<file path="src/hw/pxc_pkg.sv">
package pxc_pkg;

   // ==========================================================
   // function codes (octal numbering of the host instruction)
   // ==========================================================
   localparam logic [3:0] FN_IDLE     = 4'h0;
   localparam logic [3:0] FN_IN_A     = 4'h1;
   localparam logic [3:0] FN_IN_B     = 4'h2;
   localparam logic [3:0] FN_IN_C     = 4'h3;
   localparam logic [3:0] FN_POLL     = 4'h4;
   localparam logic [3:0] FN_LOAD_ADR = 4'h5;
   localparam logic [3:0] FN_MASK     = 4'h6;
   localparam logic [3:0] FN_IRQ_MODE = 4'h7;
   localparam logic [3:0] FN_RD_DATA  = 4'h8;  // octal 10
   localparam logic [3:0] FN_STATUS1  = 4'h9;  // octal 11
   localparam logic [3:0] FN_STATUS2  = 4'hB;  // octal 13
   localparam logic [3:0] FN_OUT_A    = 4'hC;  // octal 14
   localparam logic [3:0] FN_OUT_B    = 4'hD;  // octal 15
   localparam logic [3:0] FN_OUT_C    = 4'hE;  // octal 16
   localparam logic [3:0] FN_CONTROL  = 4'hF;  // octal 17

   // ==========================================================
   // widths and status word layout
   // ==========================================================
   localparam int WORD_W = 16;
   localparam int ADDR_W = 6;
   localparam int CTL_W  = 4;
   localparam int ST_CODE_LSB  = 0;
   localparam int ST_DMA       = 7;
   localparam int ST_CHAN_IE   = 8;
   localparam int ST_CTRL_IE   = 9;
   localparam int ST_ACTIVE    = 10;
   localparam int ST_BUSY      = 11;
   localparam int ST_DONE      = 12;
   localparam int ST_INTR      = 13;
   localparam int ST_SEL_BUSY  = 14;
   localparam int ST_SEL_DONE  = 15;
   localparam int MODE_CHAN_IE = 0;
   localparam int MODE_CTRL_IE = 1;

   // ==========================================================
   // timing
   // ==========================================================
   localparam int CLK_PERIOD_NS  = 10;
   localparam int FUNC_DELAY_NS  = 1000;
   localparam int REARM_NS       = 400;
   localparam int FUNC_DELAY_CYC = (FUNC_DELAY_NS + CLK_PERIOD_NS - 1) / CLK_PERIOD_NS;
   localparam int REARM_CYC      = (REARM_NS + CLK_PERIOD_NS - 1) / CLK_PERIOD_NS;

   // ==========================================================
   // types
   // ==========================================================
   typedef enum logic [3:0] {
      PXC_OP_NONE, PXC_OP_IN_A, PXC_OP_IN_B, PXC_OP_IN_C, PXC_OP_POLL,
      PXC_OP_MASK, PXC_OP_OUT_A, PXC_OP_OUT_B, PXC_OP_OUT_C, PXC_OP_CONTROL
   } pxc_op_t;

   typedef struct packed {
      logic                req;
      pxc_op_t             op;
      logic [ADDR_W-1:0]   addr;
      logic [WORD_W-1:0]   data;
   } pxc_bus_cmd_t;

   typedef struct packed {
      logic                ack;
      logic [WORD_W-1:0]   rdata;
      logic                sel_busy;
      logic                sel_done;
   } pxc_bus_rsp_t;

endpackage : pxc_pkg

</file>
<file path="src/hw/pxc_delay_timer.sv">
// count-down timer: start loads the count, expired is high once it runs out
module pxc_delay_timer #(
   parameter int CYCLES = 100
) (
   input  wire logic clock,
   input  wire logic rst_n,
   input  wire logic start,
   output logic      expired
);
   import pxc_pkg::*;

   localparam int CW = $clog2(CYCLES + 1);

   if (CYCLES < 1) begin : g_bad
      $error("pxc_delay_timer: CYCLES must be at least 1");
   end

   logic [CW-1:0] cnt_q;
   logic [CW-1:0] cnt_d;

   // ==========================================================
   // counter
   // ==========================================================
   assign cnt_d   = start ? CW'(CYCLES) : (cnt_q != '0) ? cnt_q - 1'b1 : cnt_q;
   assign expired = (cnt_q == '0);

   always_ff @(posedge clock or negedge rst_n)
   begin
      if (!rst_n)
         cnt_q <= '0;
      else
         cnt_q <= cnt_d;
   end

endmodule : pxc_delay_timer

</file>
<file path="src/hw/pxc_prio_find.sv">
// registered search for the highest priority requester (lowest index wins)
module pxc_prio_find #(
   parameter int N = 16
) (
   input  wire logic                      clock,
   input  wire logic                      rst_n,
   input  wire logic [N-1:0]              req,
   output logic                           found,
   output logic [pxc_pkg::ADDR_W-1:0]     code
);
   import pxc_pkg::*;

   if (N < 1 || N > (1 << ADDR_W)) begin : g_bad
      $error("pxc_prio_find: N out of range");
   end

   function automatic logic [ADDR_W-1:0] first_set(input logic [N-1:0] v);
      logic [ADDR_W-1:0] r;
      r = '0;
      for (int i = N - 1; i >= 0; i--)
         if (v[i])
            r = ADDR_W'(i);
      return r;
   endfunction : first_set

   // ==========================================================
   // result flops
   // ==========================================================
   always_ff @(posedge clock or negedge rst_n)
   begin
      if (!rst_n)
      begin
         found <= 1'b0;
         code  <= '0;
      end
      else
      begin
         found <= |req;
         code  <= first_set(req);
      end
   end

endmodule : pxc_prio_find

</file>
<file path="src/hw/pxc_channel.sv">
// Contract
// - function 0 clears busy, done, enables; code keeps controller enable
// - fetch sets busy, clears done next period
// - bus fetch lasts at least one microsecond
// - function 10 returns captured input word
// - functions 2,3 fetch B and C
// - function 4 polls flags, finds interrupter
// - function 4 delayed; function 11 returns result
// - function 5 loads six address bits
// - address load leaves busy, done alone
// - listed codes are delayed bus functions
// - function 6 broadcasts sixteen bit mask
// - mask clears interrupt; rearms after 400 ns
// - functions 14-16 write A, B, C
// - decode 7,10,11,13,17 as documented
// - sixteen controllers, one active at once
// - one channel, device address selects unit
// - function 7 sets the two enables
// - captured data held until next fetch
module pxc_channel #(
   parameter int N_CTRL = 16
) (
   input  wire logic                            clock,
   input  wire logic                            rst_n,
   input  wire logic                            func_valid,
   input  wire logic [3:0]                      func_code,
   input  wire logic [pxc_pkg::WORD_W-1:0]      acc_in,
   output logic                                 rd_valid,
   output logic [pxc_pkg::WORD_W-1:0]           rd_data,
   output logic                                 chan_busy,
   output logic                                 chan_done,
   output logic                                 host_irq,
   input  wire logic                            dma_enable_set,
   output logic                                 dma_enable,
   output pxc_pkg::pxc_bus_cmd_t                bus_cmd,
   input  wire pxc_pkg::pxc_bus_rsp_t           bus_rsp,
   input  wire logic [N_CTRL-1:0]               dev_irq
);
   import pxc_pkg::*;

   if (N_CTRL < 1 || N_CTRL > WORD_W) begin : g_bad
      $error("pxc_channel: N_CTRL must be 1..16");
   end

   typedef enum {ST_IDLE, ST_BUS, ST_HOLD} pxc_state_t;

   // ==========================================================
   // reset release
   // ==========================================================
   logic rst_meta_q;
   logic rst_sync_n;

   always_ff @(posedge clock or negedge rst_n)
   begin
      if (!rst_n)
      begin
         rst_meta_q <= 1'b0;
         rst_sync_n <= 1'b0;
      end
      else
      begin
         rst_meta_q <= 1'b1;
         rst_sync_n <= rst_meta_q;
      end
   end

   // ==========================================================
   // function decode
   // ==========================================================
   function automatic pxc_op_t op_of(input logic [3:0] fn);
      pxc_op_t o;
      o = PXC_OP_NONE;
      if (fn == FN_IN_A)         o = PXC_OP_IN_A;
      else if (fn == FN_IN_B)    o = PXC_OP_IN_B;
      else if (fn == FN_IN_C)    o = PXC_OP_IN_C;
      else if (fn == FN_POLL)    o = PXC_OP_POLL;
      else if (fn == FN_MASK)    o = PXC_OP_MASK;
      else if (fn == FN_OUT_A)   o = PXC_OP_OUT_A;
      else if (fn == FN_OUT_B)   o = PXC_OP_OUT_B;
      else if (fn == FN_OUT_C)   o = PXC_OP_OUT_C;
      else if (fn == FN_CONTROL) o = PXC_OP_CONTROL;
      return o;
   endfunction : op_of

   pxc_state_t        state_q;
   pxc_state_t        state_d;
   logic              busy_q;
   logic              done_q;
   logic              chan_ie_q;
   logic              ctrl_ie_q;
   logic              dma_q;
   logic [ADDR_W-1:0] dev_addr_q;
   logic [WORD_W-1:0] mask_q;
   logic [WORD_W-1:0] data_q;
   logic              sel_busy_q;
   logic              sel_done_q;
   logic [ADDR_W-1:0] irq_code_q;
   logic              intr_flag_q;
   logic              holdoff_q;
   logic              rearm_arm_q;
   pxc_bus_cmd_t      cmd_q;

   // one function per request; a new delayed one is refused while active
   pxc_op_t issue_op;
   wire     active     = (state_q != ST_IDLE);
   assign   issue_op   = op_of(func_code);
   wire     is_delayed = (issue_op != PXC_OP_NONE);
   wire     do_delay   = func_valid && is_delayed && !active;
   wire     do_idle    = func_valid && (func_code == FN_IDLE);
   wire     do_load    = func_valid && (func_code == FN_LOAD_ADR) && !active;
   wire     do_mode    = func_valid && (func_code == FN_IRQ_MODE);
   wire     do_rd_data = func_valid && (func_code == FN_RD_DATA);
   wire     do_st1     = func_valid && (func_code == FN_STATUS1);
   wire     do_st2     = func_valid && (func_code == FN_STATUS2);
   wire     do_fetch   = do_delay && (issue_op == PXC_OP_IN_A || issue_op == PXC_OP_IN_B
                                      || issue_op == PXC_OP_IN_C);
   wire     do_mask    = do_delay && (issue_op == PXC_OP_MASK);

   // ==========================================================
   // function delay timer and bus handshake
   // ==========================================================
   logic delay_expired;
   logic rearm_expired;

   pxc_delay_timer #(.CYCLES(FUNC_DELAY_CYC)) u_func_delay (
      .clock   (clock),
      .rst_n   (rst_sync_n),
      .start   (do_delay),
      .expired (delay_expired)
   );

   // completion needs both the bus answer and the least delay
   wire bus_ack_now = (state_q == ST_BUS) && bus_rsp.ack;
   wire finish      = ((state_q == ST_BUS) && bus_rsp.ack && delay_expired)
                      || ((state_q == ST_HOLD) && delay_expired);
   wire finish_abort = do_idle && active;

   always_comb
   begin
      state_d = state_q;
      case (state_q)
         ST_IDLE:
            if (do_delay)
               state_d = ST_BUS;
         ST_BUS:
            if (finish_abort || finish)
               state_d = ST_IDLE;
            else if (bus_ack_now)
               state_d = ST_HOLD;
         ST_HOLD:
            if (finish_abort || finish)
               state_d = ST_IDLE;
         default:
            state_d = ST_IDLE;
      endcase
   end

   // bus command held stable until the bus answers or an abort drops req, one unit at a time
   always_ff @(posedge clock or negedge rst_sync_n)
   begin
      if (!rst_sync_n)
         cmd_q <= '0;
      else if (do_delay)
         cmd_q <= '{req: 1'b1, op: issue_op, addr: dev_addr_q, data: acc_in};
      else if (bus_ack_now || finish_abort)
         cmd_q.req <= 1'b0;
   end

   always_ff @(posedge clock or negedge rst_sync_n)
   begin
      if (!rst_sync_n)
         state_q <= ST_IDLE;
      else
         state_q <= state_d;
   end

   // ==========================================================
   // channel busy and done flags
   // ==========================================================
   always_ff @(posedge clock or negedge rst_sync_n)
   begin
      if (!rst_sync_n)
      begin
         busy_q <= 1'b0;
         done_q <= 1'b0;
      end
      else if (do_idle)
      begin
         busy_q <= 1'b0;
         done_q <= 1'b0;
      end
      else if (do_delay)
      begin
         busy_q <= 1'b1;
         done_q <= 1'b0;
      end
      else if (finish)
      begin
         busy_q <= 1'b0;
         done_q <= 1'b1;
      end
   end

   // ==========================================================
   // mode, dma, address and mask registers
   // ==========================================================
   always_ff @(posedge clock or negedge rst_sync_n)
   begin
      if (!rst_sync_n)
      begin
         chan_ie_q  <= 1'b0;
         ctrl_ie_q  <= 1'b0;
         dma_q      <= 1'b0;
         dev_addr_q <= '0;
         mask_q     <= '0;
      end
      else
      begin
         if (do_idle)
            chan_ie_q <= 1'b0;
         else if (do_mode)
            chan_ie_q <= acc_in[MODE_CHAN_IE];
         if (do_mode)
            ctrl_ie_q <= acc_in[MODE_CTRL_IE];
         if (dma_enable_set)
            dma_q <= 1'b1;                  // set beats the idle clear
         else if (do_idle)
            dma_q <= 1'b0;
         if (do_load)
            dev_addr_q <= acc_in[ADDR_W-1:0];
         if (do_mask)
            mask_q <= acc_in;
      end
   end

   // ==========================================================
   // captured bus data and poll results
   // ==========================================================
   logic              prio_found;
   logic [ADDR_W-1:0] prio_code;
   wire  [N_CTRL-1:0] live_irq = dev_irq & ~mask_q[N_CTRL-1:0];

   pxc_prio_find #(.N(N_CTRL)) u_prio (
      .clock (clock),
      .rst_n (rst_sync_n),
      .req   (live_irq),
      .found (prio_found),
      .code  (prio_code)
   );

   wire poll_ack = bus_ack_now && (cmd_q.op == PXC_OP_POLL);
   wire in_ack   = bus_ack_now && (cmd_q.op == PXC_OP_IN_A || cmd_q.op == PXC_OP_IN_B
                                   || cmd_q.op == PXC_OP_IN_C);

   // input data is kept until the next fetch answers
   always_ff @(posedge clock or negedge rst_sync_n)
   begin
      if (!rst_sync_n)
      begin
         data_q     <= '0;
         sel_busy_q <= 1'b0;
         sel_done_q <= 1'b0;
         irq_code_q <= '0;
      end
      else
      begin
         if (in_ack)
            data_q <= bus_rsp.rdata;
         if (poll_ack)
         begin
            sel_busy_q <= bus_rsp.sel_busy;
            sel_done_q <= bus_rsp.sel_done;
            irq_code_q <= prio_code;
         end
      end
   end

   // ==========================================================
   // controller interrupt flag with rearm holdoff after a mask
   // ==========================================================
   wire mask_finish = finish && (cmd_q.op == PXC_OP_MASK);

   pxc_delay_timer #(.CYCLES(REARM_CYC)) u_rearm (
      .clock   (clock),
      .rst_n   (rst_sync_n),
      .start   (mask_finish),
      .expired (rearm_expired)
   );

   wire rearm_done = rearm_arm_q && rearm_expired;

   always_ff @(posedge clock or negedge rst_sync_n)
   begin
      if (!rst_sync_n)
      begin
         holdoff_q   <= 1'b0;
         rearm_arm_q <= 1'b0;
         intr_flag_q <= 1'b0;
      end
      else
      begin
         if (do_mask)
            holdoff_q <= 1'b1;
         else if (rearm_done || finish_abort)
            holdoff_q <= 1'b0;
         rearm_arm_q <= mask_finish || (rearm_arm_q && !rearm_expired);
         if (do_mask)
            intr_flag_q <= 1'b0;
         else if (!holdoff_q)
            intr_flag_q <= ctrl_ie_q && prio_found;
      end
   end

   // ==========================================================
   // read answers and status words
   // ==========================================================
   function automatic logic [WORD_W-1:0] status_word(input logic [ADDR_W-1:0] low);
      logic [WORD_W-1:0] w;
      w = '0;
      w[ST_CODE_LSB +: ADDR_W] = low;
      w[ST_DMA]      = dma_q;
      w[ST_CHAN_IE]  = chan_ie_q;
      w[ST_CTRL_IE]  = ctrl_ie_q;
      w[ST_ACTIVE]   = active;
      w[ST_BUSY]     = busy_q;
      w[ST_DONE]     = done_q;
      w[ST_INTR]     = intr_flag_q;
      w[ST_SEL_BUSY] = sel_busy_q;
      w[ST_SEL_DONE] = sel_done_q;
      return w;
   endfunction : status_word

   always_ff @(posedge clock or negedge rst_sync_n)
   begin
      if (!rst_sync_n)
      begin
         rd_valid <= 1'b0;
         rd_data  <= '0;
      end
      else
      begin
         rd_valid <= do_rd_data || do_st1 || do_st2;
         if (do_rd_data)
            rd_data <= data_q;
         else if (do_st1)
            rd_data <= status_word(irq_code_q);
         else if (do_st2)
            rd_data <= status_word(dev_addr_q);
      end
   end

   // ==========================================================
   // outputs
   // ==========================================================
   assign chan_busy  = busy_q;
   assign chan_done  = done_q;
   assign dma_enable = dma_q;
   assign bus_cmd    = cmd_q;
   assign host_irq   = (done_q && chan_ie_q) || intr_flag_q;

   logic [7:0] act_cnt_q;
   always_ff @(posedge clock or negedge rst_sync_n)
   begin
      if (!rst_sync_n)
         act_cnt_q <= '0;
      else if (do_delay)
         act_cnt_q <= '0;
      else if (active && act_cnt_q != 8'hFF)
         act_cnt_q <= act_cnt_q + 8'h01;
   end
endmodule : pxc_channel

</file>
<file path="config.mk">
export PLATFORM = sky130hd
export DESIGN_NAME = pxc_channel
export DESIGN_NICKNAME = d
export VERILOG_FILES = /design/src/hw/pxc_pkg.sv /design/src/hw/pxc_delay_timer.sv /design/src/hw/pxc_prio_find.sv /design/src/hw/pxc_channel.sv
export SDC_FILE = /design/constraint.sdc
export NUM_CORES = 1
export LEC_CHECK = 0
export BUFFER_PORTS_ARGS = -buffer_cell sky130_fd_sc_hd__buf_2
export CORE_MARGIN = 4
export CORE_UTILIZATION = 49
export DETAILED_ROUTE_END_ITERATION = 10
export GPL_TIMING_DRIVEN = 0
export PLACE_DENSITY = 0.7
export SKIP_CTS_REPAIR_TIMING = 1
export SLEW_MARGIN = 40
export SYNTH_ARGS = -nofsm -noshare
export SYNTH_HDL_FRONTEND = slang
export SYNTH_SLANG_ARGS = --single-unit
</file>
<file path="constraint.sdc">
create_clock -name clock -period 5.1 [get_ports clock]
set_clock_uncertainty 0.2 [all_clocks]
set_input_delay 0.765 -clock clock [delete_from_list [all_inputs] [get_ports clock]]
set_output_delay 0.765 -clock clock [all_outputs]
set_load 0.1 [all_outputs]
</file>
## Word level (Yosys, flattened, before mapping)

Cells that the tools add are included.

- Register bits after elaboration: 152
- Bits of input ports: 59
- Output and inout port bits: 48
- Logic and storage cells: 163

- Add/sub/neg operators: 2
- Eq/ne operators: 28
- Muxes and demuxes: 53
- Bitwise operators: 2
- Reduce and logical (&&, ||, !) cells: 51

Operators with widths:

| operator | number |
|---|---|
| 32-bit 2-to-1 mux | 4 |
| 6-bit 2-to-1 mux | 17 |
| 32-bit one-hot mux with 3 select lines | 1 |
| 32-bit by 2-bit == test with 1-bit output, second input constant | 2 |
| 16-bit 2-to-1 mux | 3 |
| 4-bit 2-to-1 mux | 10 |
| 32-bit by 1-bit == test with 1-bit output, second input constant | 1 |
| 32-bit by 3-bit == test with 1-bit output, second input constant | 1 |
| 32-bit logical NOT | 1 |
| 32-bit nonzero test | 1 |
| 4-bit by 3-bit == test with 1-bit output, second input constant | 7 |
| 4-bit == test, second input constant | 7 |
| 1-bit logical AND | 21 |
| 16-bit AND | 1 |
| 4-bit by 2-bit == test with 1-bit output, second input constant | 4 |
| 1-bit 2-to-1 mux | 16 |
| 16-bit inverter | 1 |
| 16-bit OR reduction | 1 |
| 7-bit 2-to-1 mux | 2 |
| 2-bit nonzero test | 6 |
| 1-bit logical OR | 10 |
| 4-bit by 1-bit == test with 1-bit output, second input constant | 2 |
| 7-bit logical NOT | 1 |
| 7-bit nonzero test | 1 |
| other kinds (12) | 15 |

## Longest topological paths before layout

- Depth in word-level cells: 18
- Gate-level depth with buffers: 8
- Depth with buffers taken out: 7

## By module

A second synthesis with hierarchy kept.

- Cell total of the unflattened synthesis: 470
- Area total of the unflattened synthesis: 5604.1 µm²

By module, submodules not included:

| module | instances | cells an instance | area an instance (µm²) | sequential area each (µm²) |
|---|---|---|---|---|
| pxc_channel | 1 | 357 | 4530.6 | 2552.4 |
| pxc_delay_timer (u_func_delay) | 1 | 41 | 414.1 | 175.2 |
| pxc_delay_timer (u_rearm) | 1 | 32 | 330.3 | 150.1 |
| pxc_prio_find | 1 | 40 | 329.1 | 125.1 |

## Worst setup path after synthesis

No wires, ideal clock.

- Path kind: flip-flop to output port
- Start point: register done_q, in the netlist chan_done
- End point: output host_irq
- Data arrival time: 1698 ps
- Data required time: 4135 ps
- Slack: 2437 ps
- Stages on the path, launching flop included: 2
- Cell sequence: dfrtp_1 a21o_1

- Cells in the longest elaborated chain, start to end: 2

Ends and longest elaborated chain:

| what | line | RTL |
|---|---|---|
| start, declared | pxc_channel.sv:88 | `logic done_q;` |
| start signal, assigned | pxc_channel.sv:185 | `done_q <= 1'b0;` |
| start signal, assigned | pxc_channel.sv:190 | `done_q <= 1'b0;` |
| start signal, assigned | pxc_channel.sv:195 | `done_q <= 1'b0;` |
| 1-bit logical AND | pxc_channel.sv:359 | `assign host_irq = (done_q && chan_ie_q) \|\| intr_flag_q;` |
| 1-bit logical OR | pxc_channel.sv:359 |  |
| end, declared | pxc_channel.sv:32 | `output logic host_irq,` |

Every way passes these cells.

## Worst setup path in the final report

Ends and elaborated chain as after synthesis.

==> out/metrics.cfg <==
[status]
status = finished, violations left
violations = negative hold slack

[yosys]
synthCells = 494
synth_area_um2 = 5235
ys.flop_type = dfrtp_1
synthDistinctLibCells = 47
mappedNetlistNets = 556
seq_area_frac_synth = 0.5641
ys_seq_elements = 118
ys.warnings.count = 0
async_flop_share = 1.000
avgSynthCellArea_um2 = 10.60
synth-edff-count = 0

[final_layout]
final_common_cell = dfrtp_1
syn_to_final_growth_pct = 26.17
final-instance-count-excl-fill = 770
mostFrequentLayoutCells = 117 x dfrtp_1, 114 x buf_2, 89 x nand2_1, 47 x mux2_2, 31 x nor2_1
fin_area_um2 = 6605
fin_nets = 683
layout-drive-gt1-share = 0.3186
antenna_cells = 0
fillers = 832
utilization = 0.6369

[sta]
hold_ws_ns = -0.007497
hold_violations = 13
fin_crit_sh = 0.4787
min_period_ns = 2.441
worst_pin_slew_ns = 0.6254
max_slew_margin = 0.5792
max_freq_mhz = 409.6
setup_viol = 0
grt_setup_unrepaired = no
setup-tns-final_ns = 0
drv_slew = 0

[drt]
routed_wl_mm = 13.10
dr.pass1.iters = 5
drt_iter0_drc = 247
avgViaCountPerCell = 5.418
ant_nets = 0
wl_per_cell_um = 17.02
vias = 4172
drc = 0

[placed_design]
place.gp.congestion = 0.8543
dp.cells = 737
dpl-instance-area_um2 = 5989
hpwl_mm = 9.403
port-buffer-count = 104

[critical_path]
cp-end-kind = primary output
rr_worst_depth = 8
timing.rr.start = u_func_delay.cnt_q[0]
cp_slowest_cell = buf_2
worstPathArrival_ns = 1.48
r2r_end = u_rearm.cnt_q[1]
start_kind = flop
cp.required_ns = 4.14
crit_path_max_fanout = 4
worstPathCellList = a21o_1, buf_2
critical-path-max-stage-delay_ns = 0.42
r2r_slack_ns = 2.66
critPathKind = reg2out

[floorplan]
ios = 107
rows = 37
dieArea_um2 = 12400
die-height_um = 111.4
die_x_um = 111.4
coreArea_um2 = 10370
initial_core_util = 0.5048

[clock_tree]
cts_tree = yes
cts_max_level = 4
clock_latency_ns = 0.51
cts.clk_slew.worst_paths_ns = 0.06
cts_buffer_depth = 2
cts_root_buf = clkbuf_8
cts_sinks = 118
cts_made_buffers = 17

[global_routing]
grt_max_degree = 42
track_usage = 0.2179
antenna_found_initial = 0
grt_pass1_wl_mm = 21.45
grt_pass1_vias = 4392
grt_overflow = 0

[power_and_ir_drop]
finalPower_mw = 4.901
peakVddDrop_uv = 469.7
p_leak_nw = 3.148
power_density_nw_per_um2 = 742.0

[flow_run]
drv_cap = 0

[min_path]
hold_class = reg2async

[flip-flops by register name, summed over array words and instances (netlist names), 2 cells and up]
register and cells:
bus_cmd 27, data_q 16, dev_addr_q 6, irq_code_q 4, mask_q 16, rd_data 16
state_q 2, u_func_delay.cnt_q 7, u_prio.code 4, u_rearm.cnt_q 6
[kinds of logic (layout without fill, tap and decap cells)]
logic type	count (synthesis)	count (layout)	share of synthesized area
buf+inv	36	176	0.02964
simple gates	194	194	0.1836
xor+xnor	3	3	0.005020
mux	48	48	0.1030
flops	118	118	0.5641
other cells	1	1	0.0007163
fa+ha+maj	3	3	0.007171
compound gates	91	91	0.1068
[report_power, final]
part | switching (mW) | internal (mW) | total (mW) | leakage, nW
clock network | 0.405 | 0.793 | 1.20 | 0.291
logic | 1.58 | 0.519 | 2.10 | 1.42
registers | 0.273 | 1.33 | 1.60 | 1.44
total | 2.26 | 2.64 | 4.90 | 3.15
[area by class of cell]
cell class,count,area (um2),share of cell area
buffer,24,110.1,0.01667
inverter,12,45.04,0.006819
timing repair buffer,108,590.6,0.08941
clock inverter,8,120.1,0.01819
tap,136,170.2,0.02576
clock buffer,24,480.5,0.07274
sequential,118,2957,0.4476
multi-input combinational,340,2132,0.3228
[through the flow]
stage                     worst slack, ns  hold WS [ns]
after floorplan                     1.369        0.1312
after global placement             0.1287        0.1374
after detailed placement            2.395     -0.006726
after CTS                           2.643       -0.1930
after global routing                2.464       0.01276
final                               2.659     -0.007497
[layer usage]
layer  GRT usage  wire (um)  vias to the layer above
met5           0          0                        -
met4     0.08759        313                        0
met3     0.05326        735                       26
met2      0.3683       6513                      121
met1      0.2702       5540                     2055
li1            -          -                     1970
[Yosys cell counts, types with 3 or more instances]
cell,number,area share
nor3_1,10,0.0096
or3_1,4,0.0048
o31ai_1,3,0.0043
nor3b_1,18,0.026
nand2_1,89,0.064
a21oi_1,28,0.027
a211oi_1,3,0.0043
o21ai_0,23,0.022
inv_1,12,0.0086
nand2b_1,8,0.0096
buf_2,10,0.0096
nand3_1,6,0.0057
a22oi_1,14,0.020
mux2_2,47,0.10
a21o_1,3,0.0043
dfrtp_1,118,0.56
clkbuf_1,12,0.0086
nor2_1,31,0.022
nand3b_1,3,0.0043
a21boi_0,3,0.0043
nor2b_1,13,0.016
ha_1,3,0.0072
[worst max path at each step]
stage	end	slack (ns)	depth (start not counted)	startpoint
after detailed placement	dev_addr_q[2]	2.40	5	func_code[2]
after CTS	u_rearm.cnt_q[1]	2.64	8	u_func_delay.cnt_q[0]
after global routing	u_rearm.cnt_q[5]	2.46	8	u_func_delay.cnt_q[0]
final	host_irq	2.66	2	chan_done
after floorplan	bus_cmd[0]	1.37	0	rst_sync_n
after global placement	data_q[6]	0.13	0	rst_sync_n
[worst max-delay path: cells and delay by family, from the launching register on]
| kind | cells | cell delay [ns] |
|---|---|---|
| AO/OA/AOI/OAI | 1 | 0.15 |
| buffers and inverters | 1 | 0.42 |
| flip-flops | 1 | 0.39 |
Note: power is estimated with default switching activity, not from simulation.
